==> src/hw/pls_pkg.sv <==
/*
 * Constants shared by the PWM channel 1 limit source selection block:
 * register byte addresses, field positions, reset values and widths.
 * Assumes a 32-bit byte address and 32-bit data on the register port.
 */
package pls_pkg;

    // ****************************************************************
    // Bus widths
    // ****************************************************************
    localparam int ADDR_W = 32;
    localparam int DATA_W = 32;

    // ****************************************************************
    // Register byte addresses
    // ****************************************************************
    localparam logic [31:0] CUR_LIMIT_SOURCE_MASK_ADDR = 32'h0013_0044;
    localparam logic [31:0] FAULT_AB_SOURCE_MASK_ADDR = 32'h0013_0048;
    localparam logic [31:0] SOURCE_STATUS_ADDR = 32'h0013_0060;

    // ****************************************************************
    // Register widths and reset values
    // ****************************************************************
    localparam int CLIM_W = 16;
    localparam int FAB_W = 15;
    localparam logic [15:0] CLIM_RESET = 16'h0000;
    localparam logic [14:0] FAB_RESET = 15'h0000;

    // ****************************************************************
    // Field positions, shared by both masks and the source vector
    // ****************************************************************
    localparam int PEAK_CUR_BIT = 15;
    localparam int DIG_CMP_LSB = 11;
    localparam int DIG_CMP_W = 4;
    localparam int EXT_PIN_LSB = 7;
    localparam int EXT_PIN_W = 4;
    localparam int ANA_CMP_LSB = 0;
    localparam int ANA_CMP_W = 7;

    // ****************************************************************
    // Status register fields
    // ****************************************************************
    localparam int STAT_SRC_LSB = 0;
    localparam int STAT_CLIM_BIT = 16;
    localparam int STAT_FAB_BIT = 17;
    localparam int STAT_CLIM_SEEN_BIT = 18;
    localparam int STAT_FAB_SEEN_BIT = 19;

    // ****************************************************************
    // Synchroniser depth for inputs from outside the clock domain
    // ****************************************************************
    localparam int SYNC_STAGES = 2;

endpackage : pls_pkg

==> src/hw/pls_limit_select.sv <==
/*
 * Source selection for the current limit and fault AB paths of the
 * second digital PWM channel: two enable masks, their register port,
 * input synchronisation and the gated OR of each selected source set.
 * Assumes a single 100 MHz clock, a synchronous active-low reset and a
 * register master that keeps the strobe rules of the plain port.
 */
// Decided for this implementation: strobed register access.
//
// Overview of operation
// - Mask bit 15 lets the peak-current detector drive the limit.
// - Mask bits 14..11 gate digital comparators 3..0 into the limit.
// - Mask bits 10..7 gate external protection pins 3..0 into the limit.
// - Mask bits 6..0 gate analog comparators G..A into the limit.
// - Both masks reset to zero, so nothing drives limit or fault.
// - Fault AB mask has fifteen enables, same layout, no peak-current bit.
// - Every defined enable bit is read/write and reads back last write.
//
`timescale 1ns/100ps
`default_nettype none

module pls_limit_select (
    input wire logic CLK,
    input wire logic RESET_N,
    input wire logic [31:0] ADDR,
    input wire logic [31:0] WDATA,
    input wire logic WR,
    input wire logic RD,
    output logic [31:0] RDATA,
    input wire logic PEAK_CUR_DET,
    input wire logic [3:0] DIGITAL_CMP,
    input wire logic [3:0] EXT_PROTECT_PIN,
    input wire logic [6:0] ANALOG_CMP,
    output logic CUR_LIMIT,
    output logic FAULT_AB
);

    // ****************************************************************
    // Register selector
    // ****************************************************************
    typedef enum {
        SEL_NONE,
        SEL_CLIM,
        SEL_FAB,
        SEL_STAT
    } pls_sel_e;

    // Decodes a byte address; used by both the write and read paths
    function automatic pls_sel_e decode_addr(input logic [31:0] a);
        pls_sel_e s;
        s = SEL_NONE;
        if (a == pls_pkg::CUR_LIMIT_SOURCE_MASK_ADDR) begin
            s = SEL_CLIM;
        end else if (a == pls_pkg::FAULT_AB_SOURCE_MASK_ADDR) begin
            s = SEL_FAB;
        end else if (a == pls_pkg::SOURCE_STATUS_ADDR) begin
            s = SEL_STAT;
        end
        return s;
    endfunction : decode_addr

    // Places the four source groups into the shared bit layout
    function automatic logic [15:0] pack_sources(
        input logic peak,
        input logic [3:0] dig,
        input logic [3:0] pin,
        input logic [6:0] ana
    );
        logic [15:0] v;
        v = '0;
        v[pls_pkg::PEAK_CUR_BIT] = peak;
        v[pls_pkg::DIG_CMP_LSB +: pls_pkg::DIG_CMP_W] = dig;
        v[pls_pkg::EXT_PIN_LSB +: pls_pkg::EXT_PIN_W] = pin;
        v[pls_pkg::ANA_CMP_LSB +: pls_pkg::ANA_CMP_W] = ana;
        return v;
    endfunction : pack_sources

    // ****************************************************************
    // Declarations
    // ****************************************************************
    logic [15:0] clim_mask_q;
    logic [14:0] fab_mask_q;
    logic clim_seen_q;
    logic fab_seen_q;
    logic [31:0] rdata_q;
    logic peak_sync;
    logic [3:0] pin_sync;
    logic [6:0] ana_sync;
    logic [15:0] src_vec;
    logic [31:0] status_word;
    logic cur_limit_hit;
    logic fault_ab_hit;
    pls_sel_e wr_sel;
    pls_sel_e rd_sel;
    logic clr_clim_seen;
    logic clr_fab_seen;

    // ****************************************************************
    // Input synchronisation
    // ****************************************************************
    // Peak-current detector, pins and analog comparators come from
    // outside this clock; digital comparators are on CLK already, so
    // those reach the gate two cycles sooner than the others.
    pls_sync #(
        .WIDTH(12),
        .STAGES(pls_pkg::SYNC_STAGES)
    ) u_sync (
        .clk(CLK),
        .reset_n(RESET_N),
        .async_in({PEAK_CUR_DET, EXT_PROTECT_PIN, ANALOG_CMP}),
        .sync_q({peak_sync, pin_sync, ana_sync})
    );

    assign src_vec = pack_sources(peak_sync, DIGITAL_CMP, pin_sync,
        ana_sync);

    // ****************************************************************
    // Register writes
    // ****************************************************************
    assign wr_sel = decode_addr(ADDR);
    assign rd_sel = decode_addr(ADDR);

    always_ff @(posedge CLK) begin
        if (!RESET_N) begin
            clim_mask_q <= pls_pkg::CLIM_RESET;
        end else if (WR && wr_sel == SEL_CLIM) begin
            clim_mask_q <= WDATA[pls_pkg::CLIM_W-1:0];
        end
    end

    // fault mask written
    // Bit 15 of the write data is dropped; there is no peak enable here
    always_ff @(posedge CLK) begin
        if (!RESET_N) begin
            fab_mask_q <= pls_pkg::FAB_RESET;
        end else if (WR && wr_sel == SEL_FAB) begin
            fab_mask_q <= WDATA[pls_pkg::FAB_W-1:0];
        end
    end

    // ****************************************************************
    // Sticky event flags
    // ****************************************************************
    // Software clears a flag by writing one to it in the status word;
    // a hit in the same cycle wins so no event is lost.
    assign clr_clim_seen = WR && wr_sel == SEL_STAT &&
        WDATA[pls_pkg::STAT_CLIM_SEEN_BIT];
    assign clr_fab_seen = WR && wr_sel == SEL_STAT &&
        WDATA[pls_pkg::STAT_FAB_SEEN_BIT];

    // Latch current limit events
    always_ff @(posedge CLK) begin
        if (!RESET_N) begin
            clim_seen_q <= 1'b0;
        end else if (cur_limit_hit) begin
            clim_seen_q <= 1'b1;
        end else if (clr_clim_seen) begin
            clim_seen_q <= 1'b0;
        end
    end

    // Latch fault AB events
    always_ff @(posedge CLK) begin
        if (!RESET_N) begin
            fab_seen_q <= 1'b0;
        end else if (fault_ab_hit) begin
            fab_seen_q <= 1'b1;
        end else if (clr_fab_seen) begin
            fab_seen_q <= 1'b0;
        end
    end

    // ****************************************************************
    // Source gating
    // ****************************************************************
    // limit and fault enable gates
    pls_gate_or #(
        .WIDTH(pls_pkg::CLIM_W)
    ) u_clim_gate (
        .clk(CLK),
        .reset_n(RESET_N),
        .mask(clim_mask_q),
        .src(src_vec),
        .hit_q(cur_limit_hit)
    );

    pls_gate_or #(
        .WIDTH(pls_pkg::FAB_W)
    ) u_fab_gate (
        .clk(CLK),
        .reset_n(RESET_N),
        .mask(fab_mask_q),
        .src(src_vec[pls_pkg::FAB_W-1:0]),
        .hit_q(fault_ab_hit)
    );

    assign CUR_LIMIT = cur_limit_hit;
    assign FAULT_AB = fault_ab_hit;

    // ****************************************************************
    // Register reads
    // ****************************************************************
    // Status shows the live sources as the gates see them
    always_comb begin
        status_word = '0;
        status_word[pls_pkg::STAT_SRC_LSB +: 16] = src_vec;
        status_word[pls_pkg::STAT_CLIM_BIT] = cur_limit_hit;
        status_word[pls_pkg::STAT_FAB_BIT] = fault_ab_hit;
        status_word[pls_pkg::STAT_CLIM_SEEN_BIT] = clim_seen_q;
        status_word[pls_pkg::STAT_FAB_SEEN_BIT] = fab_seen_q;
    end

    // read back masks
    // Data stand for the one cycle after the strobe, zero otherwise;
    // unmapped addresses read as zero
    always_ff @(posedge CLK) begin
        if (!RESET_N) begin
            rdata_q <= '0;
        end else if (RD) begin
            case (rd_sel)
                SEL_CLIM: begin
                    rdata_q <= {16'h0000, clim_mask_q};
                end
                SEL_FAB: begin
                    rdata_q <= {17'h00000, fab_mask_q};
                end
                SEL_STAT: begin
                    rdata_q <= status_word;
                end
                default: begin
                    rdata_q <= '0;
                end
            endcase
        end else begin
            rdata_q <= '0;
        end
    end

    assign RDATA = rdata_q;

endmodule : pls_limit_select

`default_nettype wire

==> src/hw/pls_sync.sv <==
/*
 * Multi-bit level synchroniser, one independent chain per bit.
 * Assumes the inputs are slow levels; bits are not coherent as a word.
 */
`timescale 1ns/100ps
`default_nettype none

module pls_sync #(
    parameter int WIDTH = 1,
    parameter int STAGES = 2
) (
    input wire logic clk,
    input wire logic reset_n,
    input wire logic [WIDTH-1:0] async_in,
    output logic [WIDTH-1:0] sync_q
);

    // ****************************************************************
    // Elaboration checks
    // ****************************************************************
    if (WIDTH < 1) begin : g_bad_width
        $error("pls_sync: WIDTH must be at least 1");
    end
    if (STAGES < 2) begin : g_bad_stages
        $error("pls_sync: STAGES must be at least 2");
    end

    logic [WIDTH-1:0] chain_q [STAGES-1];

    // First stage is read only by the next stage, never by logic
    always_ff @(posedge clk) begin
        if (!reset_n) begin
            for (int i = 0; i < STAGES - 1; i++) begin
                chain_q[i] <= '0;
            end
            sync_q <= '0;
        end else begin
            chain_q[0] <= async_in;
            for (int i = 1; i < STAGES - 1; i++) begin
                chain_q[i] <= chain_q[i-1];
            end
            sync_q <= chain_q[STAGES-2];
        end
    end

endmodule : pls_sync

`default_nettype wire

==> src/hw/pls_gate_or.sv <==
/*
 * Gates a source vector with an enable mask and ORs the survivors into
 * one registered indication. Assumes all inputs are on clk already.
 */
`timescale 1ns/100ps
`default_nettype none

module pls_gate_or #(
    parameter int WIDTH = 16
) (
    input wire logic clk,
    input wire logic reset_n,
    input wire logic [WIDTH-1:0] mask,
    input wire logic [WIDTH-1:0] src,
    output logic hit_q
);

    // ****************************************************************
    // Elaboration check
    // ****************************************************************
    if (WIDTH < 1) begin : g_bad_width
        $error("pls_gate_or: WIDTH must be at least 1");
    end

    // any enabled source
    // Registered so the consumer sees a glitch-free level
    always_ff @(posedge clk) begin
        if (!reset_n) begin
            hit_q <= 1'b0;
        end else begin
            hit_q <= |(mask & src);
        end
    end

endmodule : pls_gate_or

`default_nettype wire

==> config.mk <==
export PLATFORM = sky130hd
export DESIGN_NAME = pls_limit_select
export DESIGN_NICKNAME = d
export VERILOG_FILES = /design/src/hw/pls_pkg.sv /design/src/hw/pls_limit_select.sv /design/src/hw/pls_sync.sv /design/src/hw/pls_gate_or.sv
export SDC_FILE = /design/constraint.sdc
export NUM_CORES = 1
export LEC_CHECK = 0
export BUFFER_PORTS_ARGS = -buffer_cell sky130_fd_sc_hd__buf_2
export CORE_ASPECT_RATIO = 1.1
export CORE_MARGIN = 3
export CORE_UTILIZATION = 50
export DETAILED_ROUTE_END_ITERATION = 6
export PLACE_DENSITY = 0.8
export SLEW_MARGIN = 20
export SYNTH_ARGS = -nofsm -noshare
export SYNTH_HDL_FRONTEND = slang
export SYNTH_SLANG_ARGS = --single-unit
==> constraint.sdc <==
create_clock -name CLK -period 1.9 [get_ports CLK]
set_input_delay 0.095 -clock CLK [delete_from_list [all_inputs] [get_ports CLK]]
set_output_delay 0.095 -clock CLK [all_outputs]
set_load 0.05 [all_outputs]
==> results.md, run 1 <==
- The run finished with clean final reports.
- The antenna cell count is 0.
- The global-route usage over all layers is 0.2097.
- The final period utilization is 0.7709.
- The largest individual stage delay along the critical path comes from the cell sky130_fd_sc_hd__nor4_1.
- The die width is roughly 85 um.
- The share of total power dissipated in combinational logic is 0.074.
- Once detail routing completed, the nets flagged for antenna violations numbered 0.
- Data on the critical path is required at its endpoint by about 2.2 ns.
- Once detailed placement completed, the half-perimeter wirelength came to slightly below 6000 um.
- The critical path capture point type is a flop.
- The initial utilization of the core area, before any placement, comes to 0.5207.
- The critical path contains buffers and inverters numbering 2 combined.
- The number of flops mapped to enable cells by yosys is 0.
- Gates resized during post-CTS repair numbered 0.
- In this run the critical register-to-register path is launched from u_sync.sync_q[11].
- In this run the clock root is driven by a sky130_fd_sc_hd__clkbuf_8.
- The worst register-to-register path has a setup slack of 0.56 ns.
- The initial antenna violation count is 0.
- The switching power summed over all nets is around 0.76 mW.
- The portion of total power attributed to sequential cells is 0.468.
- The worst setup path is of the input pin to flop kind.
- The number of nets in the layout is ~540.
- The wire length of the first global-routing pass is roughly 13000 um.
- The worst hold path was traced through 3 stages.
- The total iterations of the first detailed-routing run is 5.
- In this design, the stage delay of the slowest critical-path cell is 0.37 ns.
- The remaining design rule violation count is 0.
- The share of total power dissipated in the clock network is 0.458.
- The critical path goes through buf_2, nor4_4, nand4_1, buf_4, nor4_1, o21a_1.
- The H-tree depth is 3.
- The internal portion of the total power is around 2.9 mW.
- The cell family with the largest share of critical-path delay is simple AND/OR/NAND/NOR gates.
- For the pin with the worst max-slew slack, the measured transition is about 0.61 ns.
- Input and output buffers added on the ports amount to 91.
- Setup violations remaining at the end of the flow were counted as 0.
- The sink count of the clock tree is 79.
- The post-detailed-route via-to-cell ratio is 5.530.
- The worst min-delay path category is input pin to flop.
- STA classifies the critical path startpoint as an input pin.
- After technology mapping, the gate count stands at approximately 360.
- The layout-stage area growth over the synthesis result is 25.98%.
- Tracing the worst setup path back leads to its startpoint at ADDR[30].
- The maximum fanout along the worst path is 30.
- Pin placement for this block handled approximately 120 I/O pins.
- The standard cell core area is between 6000 and 7000 um^2.
- The critical path data arrival time is about 1.8 ns.
- The final count of pins violating max slew was 0.
- For this block, the routed nets add up to just over 8000 um of wire.
- The die area is about 7900 um^2.
- The fraction of final layout cells sized beyond drive strength 1 is 0.2645.
- The routability congestion estimate from global placement is between 0.9 and 1.
- The worst voltage drop across the vdd grid is approximately 0.55 mV.
- The most used flip-flop cell after synthesis is sky130_fd_sc_hd__dfxtp_1.
- The synthesized design contains about 80 register bits.
- The tightest hold path in the finished design has a slack of between 0.015 and 0.02 ns.
- The startpoint identified for the worst hold timing path is WDATA[7].
- Across the routed clock network, the largest skew measured is ~0.0087 ns.
- Setup repair after global routing left no endpoint under its margin.
- The average instance in the mapped netlist occupies 9.566 um^2.
- In this run, CTS created clock tree buffers numbering 9.
- The tool flagged a number of max-cap violations equal to 0.
- The sequential fraction of the synthesis area is 0.4580.
- The distinct cell type count of the synthesized netlist is 36.
- The filler cells instantiated in the layout total 545.
- The path with the worst hold slack has its endpoint at clim_mask_q[7].
- The die boundary height is just over 90 um.
- The via count of the first global-routing pass is 2779.
- The time the worst path needs with I/O delays and setup is approximately 1.5 ns.
- For this run the aggregate overflow at the end of global routing stands at 0.
- The worst-case clock buffer depth is 2.
- The Yosys step of the flow raised 0 warnings.
- The capture instance of the worst register-to-register path is u_clim_gate.hit_q.
- In the final routed layout, each cell accounts on average for approximately 15 um.
- The worst slew margin relative to its limit is 0.5922.
- The sum of negative setup slack is 0 ns.
- The number of hold violations in the final report is 0.
- The first routing iteration left around 220 violations.
- The worst register-to-register path has a depth of 4.
- Summing every instance area after synthesis gives around 3500 um^2.
- Clock-pin slew was measured on the worst setup and hold paths at 0.07 ns.
- Detailed routing inserted a total of 3025 vias.
- The highest clock rate is about 680 MHz.
- Entering global routing, the biggest net connects between 70 and 80 pins.
- The fraction of power spent switching nets is 0.2097.
- The leakage power is ~1.7 nW.
- The worst-skew pair later-pin latency is roughly 0.35 ns.
- TritonCTS built the clock tree.
- After synthesis, the share of flip-flops with an asynchronous set or reset is 0.
- For this design the ratio of total power to cell area is about 830 nW/um^2.
- The count of standard-cell rows is 31.
what timing repair did:
item,4_1_cts,5_1_grt
hold buffers,13,0
endpoints found under the hold margin,13,0
buffers inserted,0,0
worst register-to-register path, cell delays in order (launching register included):
cell	delay, ns
sky130_fd_sc_hd__dfxtp_1	0.34
sky130_fd_sc_hd__a22o_1	0.25
sky130_fd_sc_hd__a221oi_1	0.32
sky130_fd_sc_hd__nand3_1	0.11
sky130_fd_sc_hd__o21a_1	0.22
logic make-up (layout without fill, tap and decap cells):
group / count (synthesis) / after routing / synth area share
flip-flops: 79 / 79 / 0.4580
AO/OA/AOI/OAI: 54 / 54 / 0.1178
other: 1 / 12 / 0.001086
buffers and inverters: 51 / 144 / 0.07427
multiplexers: 31 / 31 / 0.08986
AND/OR/NAND/NOR: 145 / 145 / 0.2591
cell type report:
class	count	area, um^2	share of cell area
clock buffer	11	151.4	0.03480
clock inverter	5	127.6	0.02934
inverter	16	60.06	0.01381
multi-input combinational	242	1657	0.3808
sequential	79	1582	0.3635
tap	82	102.6	0.02358
timing repair buffer	112	670.6	0.1542
registers in the layout, indices dropped and copies added (netlist names), 12 cells and up:
register / count
RDATA: 20
clim_mask_q: 16
fab_mask_q: 15
u_sync.chain_q: 12
u_sync.sync_q: 12
routing by layer:
metal | part of all wire | track usage | vias up
met3 | 0.089 | 0.05551 | 31
met2 | 0.47 | 0.3465 | 169
li1 | - | - | 1474
met5 | 0 | 0 | -
met1 | 0.40 | 0.2494 | 1351
met4 | 0.038 | 0.1069 | 0
synthesized netlist by cell type, drive strengths merged (2+ instances only):
master	n	share of area
a21oi	2	0.0029
a22oi	25	0.054
and2	25	0.045
and3	4	0.0072
buf	16	0.036
clkbuf	19	0.021
dfxtp	79	0.46
inv	16	0.017
mux2i	31	0.090
nand2	49	0.053
nand3	3	0.0043
nand3b	6	0.014
nand4	7	0.017
nor2	2	0.0022
nor3	3	0.0058
nor4	38	0.091
nor4b	3	0.0076
o21a	20	0.043
o31a	2	0.0051
worst max path at each step:
stage,end,slack [ns],cells past startpoint
2_1_floorplan,clim_mask_q[0],0.34,5
3_3_place_gp,RDATA[9],0.20,6
3_5_place_dp,RDATA[2],0.12,6
4_1_cts,RDATA[7],0.43,6
5_1_grt,RDATA[15],0.32,6
6_report,RDATA[7],0.44,6
power groups by stage:
stage               combinational [mW]  sequential [mW]  clock [mW]
floorplan                        0.158             1.72           0
global placement                 0.238             1.73           0
detailed placement               0.243             1.73           0
CTS                              0.264             1.69        1.69
global route                     0.290             1.69        1.74
finish                           0.266             1.69        1.66
placed cells by master, fill, tap and decap left out, drive strengths merged, types with 2 or more instances in the layout:
master,n
and2,25
inv,16
nand3b,6
dfxtp,79
buf,99
a22oi,25
clkbuf,11
nand3,3
and3,4
a21oi,2
nor2,2
conb,12
bufinv,4
dlygate4sd3,13
mux2i,31
nand4,7
nor4,38
nand2,49
nor4b,3
o21a,20
nor3,3
o31a,2
through the flow:
step | area (um^2) | utilization | std cells | power (mW) | setup slack (ns)
6_report | 4350 | 0.6559 | 547 | 3.616 | 0.4353
5_1_grt | 4350 | 0.6559 | 547 | 3.728 | 0.3170
4_1_cts | 4350 | 0.6559 | 547 | 3.643 | 0.4285
3_5_place_dp | 3941 | 0.5942 | 518 | 1.974 | 0.1158
3_3_place_gp | 3941 | 0.5942 | 518 | 1.968 | 0.1966
2_1_floorplan | 3495 | - | 372 | 1.882 | 0.3413
No activity file was read; power rests on OpenSTA's default activity.
==> inputs of run 2 (changes only) <==
==> constraint.sdc (replaced) <==
create_clock -name CLK -period 1.5 [get_ports CLK]
set_input_delay 0.075 -clock CLK [delete_from_list [all_inputs] [get_ports CLK]]
set_output_delay 0.075 -clock CLK [all_outputs]
set_load 0.05 [all_outputs]
==> results.md, run 2 (synthesis gave the netlist of run 1 again) <==
- Status: completed (unchanged).
- The starting utilization of the core area is 0.5207 (unchanged).
- The fraction of final layout cells sized beyond drive strength 1 is 0.2756 (was 0.2645).
- The die width was 85.24 um (unchanged).
- The power density over the cells is 941.5 nW/um^2 (was 831.3 nW/um^2).
- The total vias in the final route was 3092 (was 3025).
- Dividing the final minimum period by the clock period gives 0.8214.
- The die area is 7941 um^2 (unchanged).
- The count of final setup violators is 0 (unchanged).
- The worst-skew pair later-pin latency is 0.36 ns (was 0.35 ns).
- The cell family with the largest share of critical-path delay was compound AO/OA/AOI/OAI gates (was simple AND/OR/NAND/NOR gates).
- The violation count after the first detailed-route iteration was 260 (was 223).
- The antenna cell count is 0 (unchanged).
- The detail-routed net length per standard cell is 15.10 um (was 15.12 um).
- The delay of the slowest cell on the worst path is 0.34 ns (was 0.37 ns).
- The number of cells upsized or downsized after cts is 0 (unchanged).
- The placed cell area is 4020 um^2 (was 3941 um^2).
- The worst-case clock buffer depth came to 2 (unchanged).
- The number of standard cells in the layout, taps in and fillers out is 561 (was 547).
- The data required time at the worst endpoint is 1.76 ns (was 2.19 ns).
- The number of flip-flops in the largest register is 20 (unchanged).
- The worst path buffer plus inverter count came to 0 (was 2).
- The critical path capture point type is a flop (unchanged).
- The TritonCTS clock tree is built (unchanged).
- Crit-path cells: a22o_1, a221oi_1, nand3_1, o21a_1 (was buf_2, nor4_4, nand4_1, buf_4, nor4_1, o21a_1).
- Leading cell types in the layout, fill and taps excluded: 91 x sky130_fd_sc_hd__buf_2, 79 x sky130_fd_sc_hd__dfxtp_1, 49 x sky130_fd_sc_hd__nand2_1 (unchanged).
- The kind of critical path is flop to flop (was input pin to flop).
- Timing would allow up to 811.6 MHz.
- The number of top-level design ports is 118 (unchanged).
- Counting I/O delays and the setup requirement, the final critical path takes 1.232 ns.
- The transition time of the tightest slew-check pin is 0.6155 ns (was 0.6117 ns).
- The critical path data arrival time is 1.49 ns (was 1.76 ns).
- The end-of-flow core utilization came to 0.6674 (was 0.6559).
- The cell type of the slowest stage on the worst timing path is sky130_fd_sc_hd__dfxtp_1 (was sky130_fd_sc_hd__nor4_1).
- The wire length of the first global-routing pass is 13520 um (was 13040 um).
- The placed wire-length estimate is 6147 um (was 5937 um).
- The post-detailed-route via-to-cell ratio is 5.512 (was 5.530).
- The sink count of the clock tree came to 79 (unchanged).
- The number of nets in the layout is 558 (was 544).
- The routability congestion estimate from global placement was 0.9469 (was 0.9108).
- The count of buffers added by post-CTS timing repair for setup is 0 (unchanged).
- The global-route congestion overflow total is 0 (unchanged).
- The number of buffers added by the clock tree synthesis step is 9 (unchanged).
- The via count of the first global-routing pass is 2985 (was 2779).
- The remaining design rule violation count is 0 (unchanged).
- The root cell of the clock tree is sky130_fd_sc_hd__clkbuf_8 (unchanged).
- The die boundary height is 93.16 um (unchanged).
- The final design area excluding fillers is 4427 um^2 (was 4350 um^2).
- The number of hold violations in the final report is 0 (unchanged).
- The worst min-delay path category is input pin to flop (unchanged).
- The global-route usage over all layers came to 0.2165 (was 0.2097).
- The final count of pins violating max slew is 0 (unchanged).
- The total instance count after detailed placement came to 526 (was 518).
- The most frequent standard cell in the layout excluding fill and tap cells is sky130_fd_sc_hd__buf_2 (unchanged).
- The count of standard-cell rows is 31 (unchanged).
- The worst voltage drop across the vdd grid is 0.6441 mV (was 0.5528 mV).
- The standard cell core area is 6633 um^2 (unchanged).
- The maximum fanout along the worst path came to 2 (was 30).
- The number of max-cap violations is 0 (unchanged).
- The worst clock skew is 0.01007 ns (was 0.008688 ns).
- The type of element launching the critical path is a flop (was input pin).
- The worst slew margin relative to its limit is 0.5896 (was 0.5922).
- Unrepaired setup endpoints after global routing: no (unchanged).
- The leakage power is 1.776 nW (was 1.733 nW).
- The pin count of the biggest net entering global routing is 76 (unchanged).
- The clock-pin slew of the registers on the worst-case setup and hold paths came to 0.08 ns (was 0.07 ns).
- The number of I/O port buffers is 91 (unchanged).
- The H-tree depth came to 3 (unchanged).
- The number of nets with antenna violations after detailed routing was 0 (unchanged).
- The total iterations of the first detailed-routing run is 5 (unchanged).
- The total wire length after detailed routing is 8472 um (was 8268 um).
- The initial antenna violation count is 0 (unchanged).
- The layout-stage area growth over the synthesis result is 28.19% (was 25.98%).
## run 2: cell count changes in the layout (fill, tap and decap cells not counted)
cell                            previous run  this run
sky130_fd_sc_hd__clkbuf_8                 11        12
sky130_fd_sc_hd__nor4b_1                   3         2
sky130_fd_sc_hd__nor4b_2                   0         1
sky130_fd_sc_hd__clkinv_2                  0         1
sky130_fd_sc_hd__buf_4                     6        13
sky130_fd_sc_hd__buf_12                    2         3
sky130_fd_sc_hd__dlygate4sd3_1            13        19
sky130_fd_sc_hd__bufinv_16                 4         1
sky130_fd_sc_hd__inv_6                     0         1
## run 2: per-stage QoR
step                setup WS, ns  TNS (ns)  hold slack (ns)  power (mW)
floorplan               -0.03792   -0.3792           0.2023       2.384
global placement        -0.01795   -0.2801           0.2805       2.499
detailed placement       -0.1141    -2.315           0.2831       2.506
CTS                       0.2635         0         0.002372       4.182
global route              0.1718         0         0.006492       4.303
finish                    0.2679         0          0.01049       4.168
## run 2: final timing paths
| kind | start | endpoint | slack (ns) | depth (start not counted) |
|---|---|---|---|---|
| min reg2reg | u_sync.chain_q[0][6] | u_sync.sync_q[6] | 0.43 | 1 |
| max | u_sync.sync_q[11] | u_clim_gate.hit_q | 0.27 | 4 |
| min | WDATA[1] | fab_mask_q[1] | 0.01 | 3 |
| max reg2reg | u_sync.sync_q[11] | u_clim_gate.hit_q | 0.27 | 4 |
## run 2: power by group
group / leakage [nW] / internal [mW] / switching (mW)
logic: 1.03 / 0.146 / 0.210
clock network: 0.109 / 0.907 / 0.760
registers: 0.641 / 2.13 / 0.0193
total: 1.78 / 3.18 / 0.989
## run 2: area by class of cell
| cell class | instances | area, um^2 |
|---|---|---|
| repair buffers | 126 | 803.3 |
| well taps | 82 | 102.6 |
| fillers | 541 | 2206 |
| clock buffers | 12 | 165.2 |
| inverters | 16 | 60.06 |
| flip-flops and latches | 79 | 1582 |
| multi-input cells | 242 | 1663 |
| clock inverters | 4 | 51.30 |
## run 2: timing repair
item / 4_1_cts / 5_1_grt
hold endpoints to repair: 24 / 0
hold buffers: 19 / 0
endpoints found under the setup margin: 0 / 0
## run 2: worst min-delay path, cell delays in order
cell and delay (ns):
sky130_fd_sc_hd__buf_2 0.10, sky130_fd_sc_hd__nand2_1 0.07, sky130_fd_sc_hd__mux2i_1 0.07
## run 2: layer usage
layer,vias up,wire (um),GRT usage,share of wire
met4,0,283,0.1161,0.033
met3,25,684,0.04934,0.081
met1,1427,3338,0.2552,0.39
met5,-,0,0,0
li1,1498,-,-,-
met2,142,4165,0.3633,0.49
